**src/verilog/vsbu_pkg.sv**
```systemverilog
/*
 Package for the virtual serial bridge UART: framing, baud and handshake constants.
 Assumes a 50 MHz ref_clk shared by every file that imports it.
*/
package vsbu_pkg;
    localparam int unsigned CLK_HZ = 50000000;
    localparam int unsigned BAUD_DEFAULT = 115200;
    localparam int unsigned BAUD_MIN = 9600;
    localparam int unsigned BAUD_MAX = 921600;
    localparam int DIV_W = 16;
    localparam logic [DIV_W-1:0] DIV_DEFAULT = DIV_W'(CLK_HZ / BAUD_DEFAULT);
    localparam logic [DIV_W-1:0] DIV_MIN = DIV_W'(CLK_HZ / BAUD_MAX);
    localparam logic [DIV_W-1:0] DIV_MAX = DIV_W'(CLK_HZ / BAUD_MIN);
    localparam int DATA_BITS = 8;
    localparam logic [3:0] LAST_BIT = 4'h9;
    localparam int FIFO_DEPTH = 32;
    localparam logic LINE_IDLE = 1'b1;
    localparam logic START_LVL = 1'b0;
    localparam logic STOP_LVL = 1'b1;
    typedef enum logic [1:0] {
        VSBU_HS_DISABLE = 2'b00,
        VSBU_HS_RTS = 2'b01,
        VSBU_HS_CTS = 2'b10,
        VSBU_HS_RTSCTS = 2'b11
    } vsbu_hs_e;
    typedef enum logic [1:0] {
        VSBU_ST_IDLE = 2'b00,
        VSBU_ST_SHIFT = 2'b01,
        VSBU_ST_WAIT = 2'b10
    } vsbu_st_e;
endpackage : vsbu_pkg

```
**src/verilog/vsbu_bridge.sv**
```systemverilog
/*
 Board-side UART bridge: target pins on one side, host byte streams on the other.
 Assumes the host selects USB or socket traffic and applies config from reset.
*/
`timescale 1ns/100ps
`default_nettype none
module vsbu_bridge (
    input wire logic ref_clk,
    input wire logic sys_rst,
    input wire logic [31:0] baud_rate,
    input wire logic baud_load,
    input wire logic [1:0] hs_mode,
    input wire logic vcom_enable,
    input wire logic sock_connected,
    input wire logic usb_tx_valid,
    output logic usb_tx_ready,
    input wire logic [7:0] usb_tx_data,
    input wire logic sock_tx_valid,
    output logic sock_tx_ready,
    input wire logic [7:0] sock_tx_data,
    output logic usb_rx_valid,
    input wire logic usb_rx_ready,
    output logic sock_rx_valid,
    input wire logic sock_rx_ready,
    output logic [7:0] rx_data,
    output logic target_rx,
    input wire logic target_tx,
    output logic target_cts_o,
    output logic target_cts_oe_n,
    input wire logic target_rts,
    output logic [15:0] divisor
);
    import vsbu_pkg::*;

    // Baud config
    logic [DIV_W-1:0] div_reg;
    logic [1:0] mode_reg;
    wire [31:0] div_raw = CLK_HZ / ((baud_rate == 32'h0) ? 32'h1 : baud_rate);
    wire [DIV_W-1:0] div_next = (div_raw > 32'(DIV_MAX)) ? DIV_MAX :
                                (div_raw < 32'(DIV_MIN)) ? DIV_MIN : div_raw[DIV_W-1:0];
    always_ff @(posedge ref_clk)
    begin
        if (sys_rst)
        begin
            div_reg <= DIV_DEFAULT;
            mode_reg <= VSBU_HS_DISABLE;
        end
        else
        begin
            if (baud_load)
            begin
                div_reg <= div_next;
            end
            mode_reg <= hs_mode;
        end
    end
    assign divisor = div_reg;

    wire drive_cts = mode_reg[0];
    wire check_rts = mode_reg[1];

    // Pin synchronisers
    logic rxd_s1_reg, rxd_s2_reg, rts_s1_reg, rts_s2_reg;
    always_ff @(posedge ref_clk)
    begin
        if (sys_rst)
        begin
            rxd_s1_reg <= LINE_IDLE;
            rxd_s2_reg <= LINE_IDLE;
            rts_s1_reg <= 1'b0;
            rts_s2_reg <= 1'b0;
        end
        else
        begin
            rxd_s1_reg <= target_tx;
            rxd_s2_reg <= rxd_s1_reg;
            rts_s1_reg <= target_rts;
            rts_s2_reg <= rts_s1_reg;
        end
    end
    wire tx_allowed = !check_rts || rts_s2_reg;

    // Host to target path, channel select
    wire [7:0] host_data = sock_connected ? sock_tx_data : usb_tx_data;
    wire host_valid = sock_connected ? sock_tx_valid : usb_tx_valid;
    logic tf_in_ready, tf_out_valid, tf_pop;
    logic [7:0] tf_out_data;
    wire tf_push = host_valid && vcom_enable;
    assign usb_tx_ready = !sock_connected && vcom_enable && tf_in_ready;
    assign sock_tx_ready = sock_connected && vcom_enable && tf_in_ready;
    vsbu_fifo #(.WIDTH(8), .DEPTH(FIFO_DEPTH)) u_tx_fifo (
        .ref_clk(ref_clk),
        .sys_rst(sys_rst),
        .in_valid(tf_push),
        .in_ready(tf_in_ready),
        .in_data(host_data),
        .out_valid(tf_out_valid),
        .out_ready(tf_pop),
        .out_data(tf_out_data)
    );

    // Transmitter
    vsbu_st_e tx_st_reg;
    logic [DIV_W-1:0] tx_cnt_reg;
    logic [3:0] tx_bit_reg;
    logic [9:0] tx_sh_reg;
    wire tx_tick = (tx_cnt_reg == div_reg - DIV_W'(1));
    wire tx_start = (tx_st_reg == VSBU_ST_IDLE) && tf_out_valid && tx_allowed && vcom_enable;
    assign tf_pop = tx_start;
    always_ff @(posedge ref_clk)
    begin
        if (sys_rst)
        begin
            tx_st_reg <= VSBU_ST_IDLE;
            tx_cnt_reg <= '0;
            tx_bit_reg <= 4'h0;
            tx_sh_reg <= 10'h3FF;
        end
        else
        begin
            case (tx_st_reg)
                VSBU_ST_IDLE:
                begin
                    tx_cnt_reg <= '0;
                    if (tx_start)
                    begin
                        tx_sh_reg <= {STOP_LVL, tf_out_data, START_LVL};
                        tx_bit_reg <= 4'h0;
                        tx_st_reg <= VSBU_ST_SHIFT;
                    end
                end
                VSBU_ST_SHIFT:
                begin
                    // Request drop ignored here so the frame completes
                    if (tx_tick)
                    begin
                        tx_cnt_reg <= '0;
                        tx_sh_reg <= {LINE_IDLE, tx_sh_reg[9:1]};
                        if (tx_bit_reg == LAST_BIT)
                        begin
                            tx_st_reg <= VSBU_ST_IDLE;
                        end
                        tx_bit_reg <= tx_bit_reg + 4'h1;
                    end
                    else
                    begin
                        tx_cnt_reg <= tx_cnt_reg + DIV_W'(1);
                    end
                end
                default:
                begin
                    tx_st_reg <= VSBU_ST_IDLE;
                end
            endcase
        end
    end
    assign target_rx = tx_sh_reg[0];

    // Receiver, samples mid-bit
    vsbu_st_e rx_st_reg;
    logic [DIV_W-1:0] rx_cnt_reg;
    logic [3:0] rx_bit_reg;
    logic [7:0] rx_sh_reg;
    logic rx_push_reg;
    logic [7:0] rx_byte_reg;
    wire rx_half = (rx_cnt_reg == {1'b0, div_reg[DIV_W-1:1]});
    wire rx_tick = (rx_cnt_reg == div_reg - DIV_W'(1));
    always_ff @(posedge ref_clk)
    begin
        if (sys_rst)
        begin
            rx_st_reg <= VSBU_ST_IDLE;
            rx_cnt_reg <= '0;
            rx_bit_reg <= 4'h0;
            rx_sh_reg <= 8'h00;
            rx_push_reg <= 1'b0;
            rx_byte_reg <= 8'h00;
        end
        else
        begin
            rx_push_reg <= 1'b0;
            case (rx_st_reg)
                VSBU_ST_IDLE:
                begin
                    rx_cnt_reg <= '0;
                    if (rxd_s2_reg == START_LVL)
                    begin
                        rx_st_reg <= VSBU_ST_WAIT;
                    end
                end
                VSBU_ST_WAIT:
                begin
                    // Glitch shorter than half a bit is dropped
                    if (rx_half)
                    begin
                        rx_cnt_reg <= '0;
                        rx_bit_reg <= 4'h0;
                        rx_st_reg <= (rxd_s2_reg == START_LVL) ? VSBU_ST_SHIFT : VSBU_ST_IDLE;
                    end
                    else
                    begin
                        rx_cnt_reg <= rx_cnt_reg + DIV_W'(1);
                    end
                end
                VSBU_ST_SHIFT:
                begin
                    if (rx_tick)
                    begin
                        rx_cnt_reg <= '0;
                        rx_bit_reg <= rx_bit_reg + 4'h1;
                        if (rx_bit_reg == 4'(DATA_BITS))
                        begin
                            rx_st_reg <= VSBU_ST_IDLE;
                            // Framing error bytes are discarded
                            rx_push_reg <= (rxd_s2_reg == STOP_LVL) && vcom_enable;
                            rx_byte_reg <= rx_sh_reg;
                        end
                        else
                        begin
                            rx_sh_reg <= {rxd_s2_reg, rx_sh_reg[7:1]};
                        end
                    end
                    else
                    begin
                        rx_cnt_reg <= rx_cnt_reg + DIV_W'(1);
                    end
                end
                default:
                begin
                    rx_st_reg <= VSBU_ST_IDLE;
                end
            endcase
        end
    end

    // Target to host path
    logic rf_in_ready, rf_out_valid;
    wire rf_pop = sock_connected ? sock_rx_ready : usb_rx_ready;
    vsbu_fifo #(.WIDTH(8), .DEPTH(FIFO_DEPTH)) u_rx_fifo (
        .ref_clk(ref_clk),
        .sys_rst(sys_rst),
        .in_valid(rx_push_reg),
        .in_ready(rf_in_ready),
        .in_data(rx_byte_reg),
        .out_valid(rf_out_valid),
        .out_ready(rf_pop && vcom_enable),
        .out_data(rx_data)
    );
    assign usb_rx_valid = rf_out_valid && vcom_enable && !sock_connected;
    assign sock_rx_valid = rf_out_valid && vcom_enable && sock_connected;

    // Clear-to-send; no spare slot is kept at full, so the target must heed it
    assign target_cts_o = rf_in_ready;
    assign target_cts_oe_n = !drive_cts;

    chk_cts_full: assert property (@(posedge ref_clk) disable iff (sys_rst)
        (drive_cts && !rf_in_ready) |-> (!target_cts_o && !target_cts_oe_n))
        else $error("cts not low on full");
    chk_cts_undriven: assert property (@(posedge ref_clk) disable iff (sys_rst)
        !mode_reg[0] |-> target_cts_oe_n)
        else $error("cts driven in wrong mode");
    chk_rts_gate: assert property (@(posedge ref_clk) disable iff (sys_rst)
        (check_rts && !rts_s2_reg) |-> !tf_pop)
        else $error("start while rts low");
    chk_frame_done: assert property (@(posedge ref_clk) disable iff (sys_rst)
        (tx_st_reg == VSBU_ST_SHIFT && !tx_tick) |=> tx_st_reg == VSBU_ST_SHIFT)
        else $error("frame aborted");
    chk_start_bit: assert property (@(posedge ref_clk) disable iff (sys_rst)
        tx_start |=> !target_rx)
        else $error("no start bit");
    chk_idle_high: assert property (@(posedge ref_clk) disable iff (sys_rst)
        tx_st_reg == VSBU_ST_IDLE |-> target_rx)
        else $error("line not idle high");
    chk_enable_gate: assert property (@(posedge ref_clk) disable iff (sys_rst)
        !vcom_enable |-> !(usb_rx_valid || sock_rx_valid || usb_tx_ready || sock_tx_ready))
        else $error("data passed while disabled");
    chk_sock_prio: assert property (@(posedge ref_clk) disable iff (sys_rst)
        sock_connected |-> !(usb_rx_valid || usb_tx_ready))
        else $error("usb active with socket");
    // Checked one edge after reset so the first edge never sees unknowns
    chk_reset_div: assert property (@(posedge ref_clk)
        sys_rst |=> (div_reg == DIV_DEFAULT && mode_reg == VSBU_HS_DISABLE))
        else $error("reset defaults wrong");
    chk_bit_hold: assert property (@(posedge ref_clk) disable iff (sys_rst)
        (tx_st_reg == VSBU_ST_SHIFT && !tx_tick) |=> $stable(target_rx))
        else $error("line moved inside a bit");
    chk_stop_bit: assert property (@(posedge ref_clk) disable iff (sys_rst)
        (tx_st_reg == VSBU_ST_SHIFT && tx_bit_reg == LAST_BIT) |-> target_rx)
        else $error("stop bit not high");
    chk_div_range: assert property (@(posedge ref_clk) disable iff (sys_rst)
        (div_reg >= DIV_MIN && div_reg <= DIV_MAX))
        else $error("divisor out of range");
    chk_baud_load: assert property (@(posedge ref_clk) disable iff (sys_rst)
        baud_load |=> (div_reg == $past(div_next)))
        else $error("divisor not loaded");
    chk_rts_ignored: assert property (@(posedge ref_clk) disable iff (sys_rst)
        !check_rts |-> tx_allowed)
        else $error("request not ignored");
    chk_pop_enable: assert property (@(posedge ref_clk) disable iff (sys_rst)
        tf_pop |-> (tf_out_valid && vcom_enable))
        else $error("pop while disabled or empty");
    chk_rx_stop: assert property (@(posedge ref_clk) disable iff (sys_rst)
        rx_push_reg |-> ($past(rxd_s2_reg) == STOP_LVL))
        else $error("byte stored without stop bit");
    chk_rx_enable: assert property (@(posedge ref_clk) disable iff (sys_rst)
        rx_push_reg |-> $past(vcom_enable))
        else $error("byte stored while disabled");
    chk_cts_driven: assert property (@(posedge ref_clk) disable iff (sys_rst)
        drive_cts |-> !target_cts_oe_n)
        else $error("cts not driven");
    chk_sock_rx_sel: assert property (@(posedge ref_clk) disable iff (sys_rst)
        sock_rx_valid |-> sock_connected)
        else $error("socket valid without socket");
    chk_busy_no_pop: assert property (@(posedge ref_clk) disable iff (sys_rst)
        (tx_st_reg != VSBU_ST_IDLE) |-> !tf_pop)
        else $error("pop during a frame");
    chk_mode_follow: assert property (@(posedge ref_clk) disable iff (sys_rst)
        1'b1 |=> (mode_reg == $past(hs_mode)))
        else $error("mode not taken");
    cov_tx_byte: cover property (@(posedge ref_clk) tx_start);
    cov_rx_byte: cover property (@(posedge ref_clk) rx_push_reg);
    cov_rx_full: cover property (@(posedge ref_clk) !rf_in_ready && drive_cts);
    cov_rts_hold: cover property (@(posedge ref_clk) check_rts && !rts_s2_reg && tf_out_valid);
    cov_sock_tx: cover property (@(posedge ref_clk) sock_tx_valid && sock_tx_ready);
endmodule : vsbu_bridge
`default_nettype wire

```
**src/verilog/vsbu_fifo.sv**
```systemverilog
/*
 Synchronous FIFO with width and depth parameters, valid/ready on both sides.
 Assumes one clock and a synchronous active-high reset.
*/
`timescale 1ns/100ps
`default_nettype none
module vsbu_fifo #(
    parameter int WIDTH = 8,
    parameter int DEPTH = 32
) (
    input wire logic ref_clk,
    input wire logic sys_rst,
    input wire logic in_valid,
    output logic in_ready,
    input wire logic [WIDTH-1:0] in_data,
    output logic out_valid,
    input wire logic out_ready,
    output logic [WIDTH-1:0] out_data
);
    localparam int AW = $clog2(DEPTH);
    logic [WIDTH-1:0] mem [DEPTH];
    logic [AW:0] wp_reg;
    logic [AW:0] rp_reg;
    wire full = (wp_reg[AW] != rp_reg[AW]) && (wp_reg[AW-1:0] == rp_reg[AW-1:0]);
    wire empty = (wp_reg == rp_reg);
    wire do_wr = in_valid && !full;
    wire do_rd = out_ready && !empty;
    assign in_ready = !full;
    assign out_valid = !empty;
    assign out_data = mem[rp_reg[AW-1:0]];
    always_ff @(posedge ref_clk)
    begin
        if (do_wr)
        begin
            mem[wp_reg[AW-1:0]] <= in_data;
        end
    end
    always_ff @(posedge ref_clk)
    begin
        if (sys_rst)
        begin
            wp_reg <= '0;
            rp_reg <= '0;
        end
        else
        begin
            wp_reg <= wp_reg + (AW+1)'(do_wr);
            rp_reg <= rp_reg + (AW+1)'(do_rd);
        end
    end
endmodule : vsbu_fifo
`default_nettype wire

```
**config.mk**
```make
export PLATFORM = sky130hd
export DESIGN_NAME = vsbu_bridge
export DESIGN_NICKNAME = d
export VERILOG_FILES = /design/src/verilog/vsbu_pkg.sv /design/src/verilog/vsbu_bridge.sv /design/src/verilog/vsbu_fifo.sv
export SDC_FILE = /design/constraint.sdc
export NUM_CORES = 2
export LEC_CHECK = 0
export BUFFER_PORTS_ARGS = -buffer_cell sky130_fd_sc_hd__buf_2
export CORE_MARGIN = 2
export CORE_UTILIZATION = 40
export DETAILED_ROUTE_END_ITERATION = 8
export MAX_ROUTING_LAYER = met4
export PLACE_DENSITY_LB_ADDON = 0.08
export SLEW_MARGIN = 30
export SYNTH_ARGS = -nofsm -noshare
export SYNTH_HDL_FRONTEND = slang
export SYNTH_SLANG_ARGS = --single-unit
export TNS_END_PERCENT = 10
```
**constraint.sdc**
```tcl
create_clock -name ref_clk -period 89.6 [get_ports ref_clk]
set_clock_uncertainty 0.05 [all_clocks]
set_input_delay 4.48 -clock ref_clk [delete_from_list [all_inputs] [get_ports ref_clk]]
set_output_delay 4.48 -clock ref_clk [all_outputs]
set_load 0.01 [all_outputs]
```
== Yosys cells after proc, flatten, opt, wreduce, memory -nomap -nowiden ==
Memories as Yosys holds them, arrays and structs flattened. A register that Yosys moved wholly into a read port is not among the register bits.
Cells that the tools add are included.

* Flip-flop bits (word level): 117
* RAM bits: 512
* Input bits: 61
* Output and inout bits: 31
* Word-level logic and storage cells: 134
* Memories kept: 2

{| class="wikitable"
|+ Memories
! name !! depth !! width !! read ports !! clocked after Yosys merged registers in !! write ports !! line !! text
|-
| u_rx_fifo.mem || 32 || 8 || 1 || 1 || 1 || vsbu_fifo.sv:21 || <nowiki>logic [WIDTH-1:0] mem [DEPTH];</nowiki>
|-
| u_tx_fifo.mem || 32 || 8 || 1 || 1 || 1 || vsbu_fifo.sv:21 ||
|}

* $add $sub $neg: 9
* Div/mod/pow operators: 1
* Magnitude comparators: 2
* Equality and inequality tests: 21
* Multiplexer cells: 36
* Bitwise gates (word level): 3
* Reductions and logical operators: 40

{| class="wikitable"
|+ Operators with widths
! cell !! number
|-
| 16-bit two-way mux || 5
|-
| 16-bit case mux with 3 select lines || 1
|-
| 16-bit by 1-bit adder with 16-bit output (second input constant) || 2
|-
| 26-bit by 32-bit divider with 32-bit output (first input constant) || 1
|-
| 16-bit == test || 2
|-
| 32-bit by 13-bit greater-than comparator with 1-bit output (second input constant) || 1
|-
| 32-bit zero test || 1
|-
| 32-bit by 6-bit < comparator with 1-bit output (second input constant) || 1
|-
| 32-bit two-way mux || 1
|-
| 16-bit case mux with 2 select lines || 1
|-
| 6-bit by 1-bit adder with 6-bit output || 4
|-
| 10-bit two-way mux || 2
|-
| 10-bit case mux with 2 select lines || 1
|-
| 1-bit logical AND || 19
|-
| 16-bit by 15-bit == test with 1-bit output || 1
|-
| 4-bit two-way mux || 4
|-
| 4-bit case mux with 2 select lines || 2
|-
| 16-bit by 1-bit subtractor with 16-bit output (second input constant) || 1
|-
| 3-bit AND reduction || 5
|-
| 2-bit two-way mux || 7
|-
| 6-bit == test || 2
|-
| 2-bit != test (second input constant) || 6
|-
| 5-bit == test || 2
|-
| 5-bit two-way mux || 2
|-
| 18 further kinds || 38
|}

== Logic depth before layout (Yosys ltp) ==
* Depth in word-level cells: 8
* Depth in mapped cells: 352
* Gate-level depth less buffers: 316

== Hierarchy ==
A second synthesis with hierarchy kept.

* Cells, all modules: 6,506
* Area total of the unflattened synthesis: 58,656.3 um^2

{| class="wikitable"
|+ Modules (own cells, without submodules)
! module !! instances !! cells each !! area an instance (um^2) !! sequential area each (um^2)
|-
| vsbu_bridge || 1 || 5,440 || 37,156.9 || 1,821.7
|-
| vsbu_fifo (u_rx_fifo) || 1 || 523 || 10,903.0 || 7,927.6
|-
| vsbu_fifo (u_tx_fifo) || 1 || 543 || 10,596.4 || 7,927.6
|}

== Least setup slack after synthesis ==
No wires, ideal clock.

* Path type: in2reg
* Start point: in baud_rate[4]
* End point: reg div_reg[2], in the netlist divisor[2]
* Setup time: 0.086 ns
* Arrival time: 74.033 ns
* Data required time: 89.464 ns
* Path slack: 15.431 ns
* Stages on the path: 313
* Buffers on the path: 61
* Cells stage by stage: nor4_1 -> buf_2 -> nand4_1 -> o41ai_2 -> buf_2 -> buf_2 -> buf_2 -> buf_2 -> buf_2 -> buf_1 -> a21oi_1 -> nor2_1 -> ha_1 -> o21ai_0 -> a21oi_1 -> a21oi_1 -> nor3_1 -> mux2i_1 -> [277 not listed] -> clkbuf_1 -> mux2_2 -> ha_1 -> a21o_1 -> a21o_1 -> a21o_1 -> a21o_1 -> a21o_1 -> a21o_1 -> a2111oi_0 -> o21ai_0 -> a21oi_1 -> a31oi_1 -> o41ai_1 -> o311a_1 -> buf_2 -> a21oi_1 -> a211oi_1

* Word-level cells in the longest chain between the ends: 6
* Elaborated cells between the ends (all ways): 7
* Those cells by class: div (1); order compare (2); mux (3); reduce/logical (1)

{| class="wikitable"
|+ RTL lines
! item !! line !! text
|-
| from (decl) || vsbu_bridge.sv:10 || <nowiki>input wire logic [31:0] baud_rate,</nowiki>
|-
| 32-bit zero test || vsbu_bridge.sv:38 || <nowiki>wire [31:0] div_raw = CLK_HZ / ((baud_rate == 32'h0) ? 32'h1 : baud_rate);</nowiki>
|-
| 32-bit two-way mux (*) || vsbu_bridge.sv:38 ||
|-
| 26-bit by 32-bit divider with 32-bit output (*) || vsbu_bridge.sv:38 ||
|-
| 32-bit by 6-bit < comparator with 1-bit output || vsbu_bridge.sv:40 || <nowiki>(div_raw < 32'(DIV_MIN)) ? DIV_MIN : div_raw[DIV_W-1:0];</nowiki>
|-
| 16-bit two-way mux || vsbu_bridge.sv:40 ||
|-
| 16-bit two-way mux (*) || vsbu_bridge.sv:39 || <nowiki>wire [DIV_W-1:0] div_next = (div_raw > 32'(DIV_MAX)) ? DIV_MAX :</nowiki>
|-
| to (signal assigned) || vsbu_bridge.sv:52 || <nowiki>div_reg <= div_next;</nowiki>
|-
| to (decl) || vsbu_bridge.sv:36 || <nowiki>logic [DIV_W-1:0] div_reg;</nowiki>
|}

Mark *: on every way between the ends. The rest lies on a longest branch, timed or not.
A chain may end at the register's enable or synchronous reset.

== Worst setup path after layout ==
* Start point: in baud_rate[19]
* End point: reg div_reg[0], in the netlist divisor[0]

Same word-level chain as after synthesis.

==> summary.md <==
| Metric | Value |
|---|---|
| Clock Sinks | 627 |
| First-pass GRT wire length | 316,000 um |
| Filler cells | 14,100 |
| Worst-path cell with the longest stage delay | a2111oi_0 |
| Num CTS Buffers | 52 |
| Synth top area cells | edfxtp_1 26%, ha_1 11%, mux4_2 6.2%, a21oi_1 4.6%, nor2_1 4.4% |
| RR Startpoint | divisor[9]$_SDFFE_PP0P_ |
| Synth area leader | edfxtp_1 |
| Vias | 52,100 |
| Syn-to-layout area delta | 7.58% |
| GPL Wtd Cong | 0.989 |
| Wire length per cell | 25.3 um |
| Starting density of the core | 40.4% |
| Final WL | 212,000 um |
| Maximum clock rate | 0.0117 GHz |
| RSZ-0062 raised after global routing | no |
| Worst EP required | 90,050 ps |
| Ys flop type | edfxtp_1 |
| Final hold vios | 0 |
| Final Setup Violations | 0 |
| Crit. End Element | register |
| Post-synth EDFFs | 512 |
| Library cells used by synthesis | 103 |
| Post-DP HPWL | 160,000 um |
| Yosys reg bits | 627 |
| Crit path DAT | 85,640 ps |
| Reg2reg path depth | 12 |
| Clock buffer depth | 3 |
| Worst-path clk slew | 70 ps |
| Worst-Skew Late Latency | 580 ps |
| Worst VDD drop | 12.6 uV |
| CTS tree | yes |
| Crit Path Max Fanout | 39 |
| CP top delay family | compound AO/OA/AOI/OAI gates |
| Mapped Cells | 6,454 |
| Max cap viols | 0 |
| Mean post-synth cell area | 8.99 um2 |
| Crit path depth | 285 |
| Total gr overflow | 0 |
| Die X | 385 um |
| Async set-or-reset flop fraction in the synthesized netlist | 0% |
| Least-Margin Pin Slew | 1100 ps |
| Worst slew margin | 26.1% |
| Pwr Density | 10.9 nW/um2 |
| Post-CTS setup buffer count | 0 |
| Height of the die | 385 um |
| Final worst-path cycle share | 95.1% |
| Synth Net Count | 7,029 |
| Initial antenna violation count | 4 |
| Crit path launch | baud_rate[19] |
| Kind of critical path | in2reg |
| Root Driver | clkbuf_16 |
| Post-DRT Antenna Nets | 0 |
| Max-slew violation count | 0 |
| Die area | 148,000 um2 |
| Crit start category | input port |
| Setup Total Neg Slack | 0 ps |
| Layout net count | 7,036 |
| Vias/cell | 6.21 |
| Worst setup endpoint | divisor[0]$_SDFFE_PP0P_ |
| Min cycle time layout | 85,190 ps |
| Total power | 0.679 mW |
| Htree depth | 2 |
| Status | complete, no violations |
| Vias in the first global route | 49,400 |
| DRT Pass-1 Iters | 8 |
| YS warnings | 0 |
| PortBufs | 91 |
| Top-level I/O count | 92 |
| Row cnt | 139 |
| Hold Path Class | reg2reg |
| Post-synth top area share | 26.5% |
| Gr usage total | 28.7% |
| Largest net degree at the start of global routing | 69 |
| Drt drc | 0 |
| Share of cells above drive strength 1 | 10.0% |
| Most used cell, CP | ha_1 |
| Crit path buffers/inverters | 28 |
| Most numerous cell in the Yosys netlist | nor2_1 |
| P_leak | 24.2 nW |
| R2R Path End | rx_cnt_reg[1]$_SDFFE_PP0P_ |
| CP max stage delay | 880 ps |
| Initial drt markers | 5,200 |
| Synth top cells by count | 683 x nor2_1, 572 x nand2_1, 531 x a21oi_1 |
| R2R setup slack | 85,380 ps |
| Netlist Area Pre-Place | 58,000 um2 |
| Sequential fraction of the synthesis area | 30.5% |
| Core area | 144,000 um2 |
cell usage in the layout, fill, tap and decap left out, types with 39 or more instances in the layout:
cell type  netlist  layout
mux2_2          85      85
nand4_1         73      73
a21o_1         235     234
xnor2_1        275     275
nor3_1         137     133
o31ai_1         52      49
buf_2           23      90
o21ai_0        394     389
a31oi_1        103     102
o21bai_1        46      46
nand2_1        572     571
nand3_1        151     151
o211ai_1        61      61
nor2_1         683     673
mux4_2         160     160
nor2b_1         65      64
buf_4            1      97
nand2b_1        72      72
a21oi_1        531     527
o21a_1         127     125
nor4_1          42      39
mux2i_1         58      58
inv_1          200     191
or3_1           60      60
and3_1          62      62
ha_1           514     514
a211oi_1        62      60
edfxtp_1       512     512
xor2_1         193     193
clkbuf_16        0      53
dfxtp_1        115     107
and2_1          48      47
kinds of logic after synthesis:
family | synth area share, %
adder cells (fa/ha/maj) | 11.1
other | 0.00646
multiplexers | 8.88
XOR/XNOR | 7.06
AND/OR/NAND/NOR | 17.3
flip-flops | 30.5
AO/OA/AOI/OAI | 22.3
buffers and inverters | 2.92
routing by layer:
layer	up-vias	global-route usage [%]	part of all wire [%]
met5	-	-	0
met1	25400	41.7	47
met4	0	6.03	2.4
li1	24500	-	-
met2	1960	42.8	44
met3	283	3.03	6.7
worst min path at each step:
stage,endpoint,from,cells past startpoint
global route,rxd_s2_reg$_SDFF_PP1_,rxd_s1_reg$_SDFF_PP1_,1
floorplan,rxd_s2_reg$_SDFF_PP1_,rxd_s1_reg$_SDFF_PP1_,1
detailed placement,rxd_s2_reg$_SDFF_PP1_,rxd_s1_reg$_SDFF_PP1_,1
global placement,rxd_s2_reg$_SDFF_PP1_,rxd_s1_reg$_SDFF_PP1_,1
CTS,rxd_s2_reg$_SDFF_PP1_,rxd_s1_reg$_SDFF_PP1_,1
finish,rxd_s2_reg$_SDFF_PP1_,rxd_s1_reg$_SDFF_PP1_,1
cell type report:
class / instances / area (um2) / area share [%]
Clock inverter: 25 / 136 / 0.218
Inverter: 202 / 758 / 1.21
Sequential cell: 627 / 17700 / 28.3
Tap cell: 1903 / 2380 / 3.81
Multi-Input combinational cell: 5388 / 38900 / 62.3
Timing Repair Buffer: 190 / 1220 / 1.96
Clock buffer: 66 / 1380 / 2.20
Antenna cell: 2 / 5.00 / 0.00801
through the flow:
stage | hold WS, ps | std cells | area [um2] | utilization (%) | setup WS, ps
6_report | 363 | 8403 | 62400 | 43.4 | 4410
3_5_place_dp | 351 | 8310 | 60800 | 42.3 | 3130
5_1_grt | 405 | 8403 | 62400 | 43.4 | 110
4_1_cts | 367 | 8401 | 62400 | 43.4 | 3460
2_1_floorplan | 339 | 6454 | 58000 | - | 15430
3_3_place_gp | 352 | 8308 | 60800 | 42.3 | 2640
where the power goes:
group,total [mW],switching (mW),internal (mW)
logic,0.149,0.0925,0.0566
registers,0.317,0.00231,0.315
clock network,0.213,0.102,0.111
what timing repair did:
action,in CTS,in global routing
endpoints found under the setup margin,0,12
hold buffers,0,0
gates resized for setup,0,15
No activity file was read; power rests on OpenSTA's default activity.
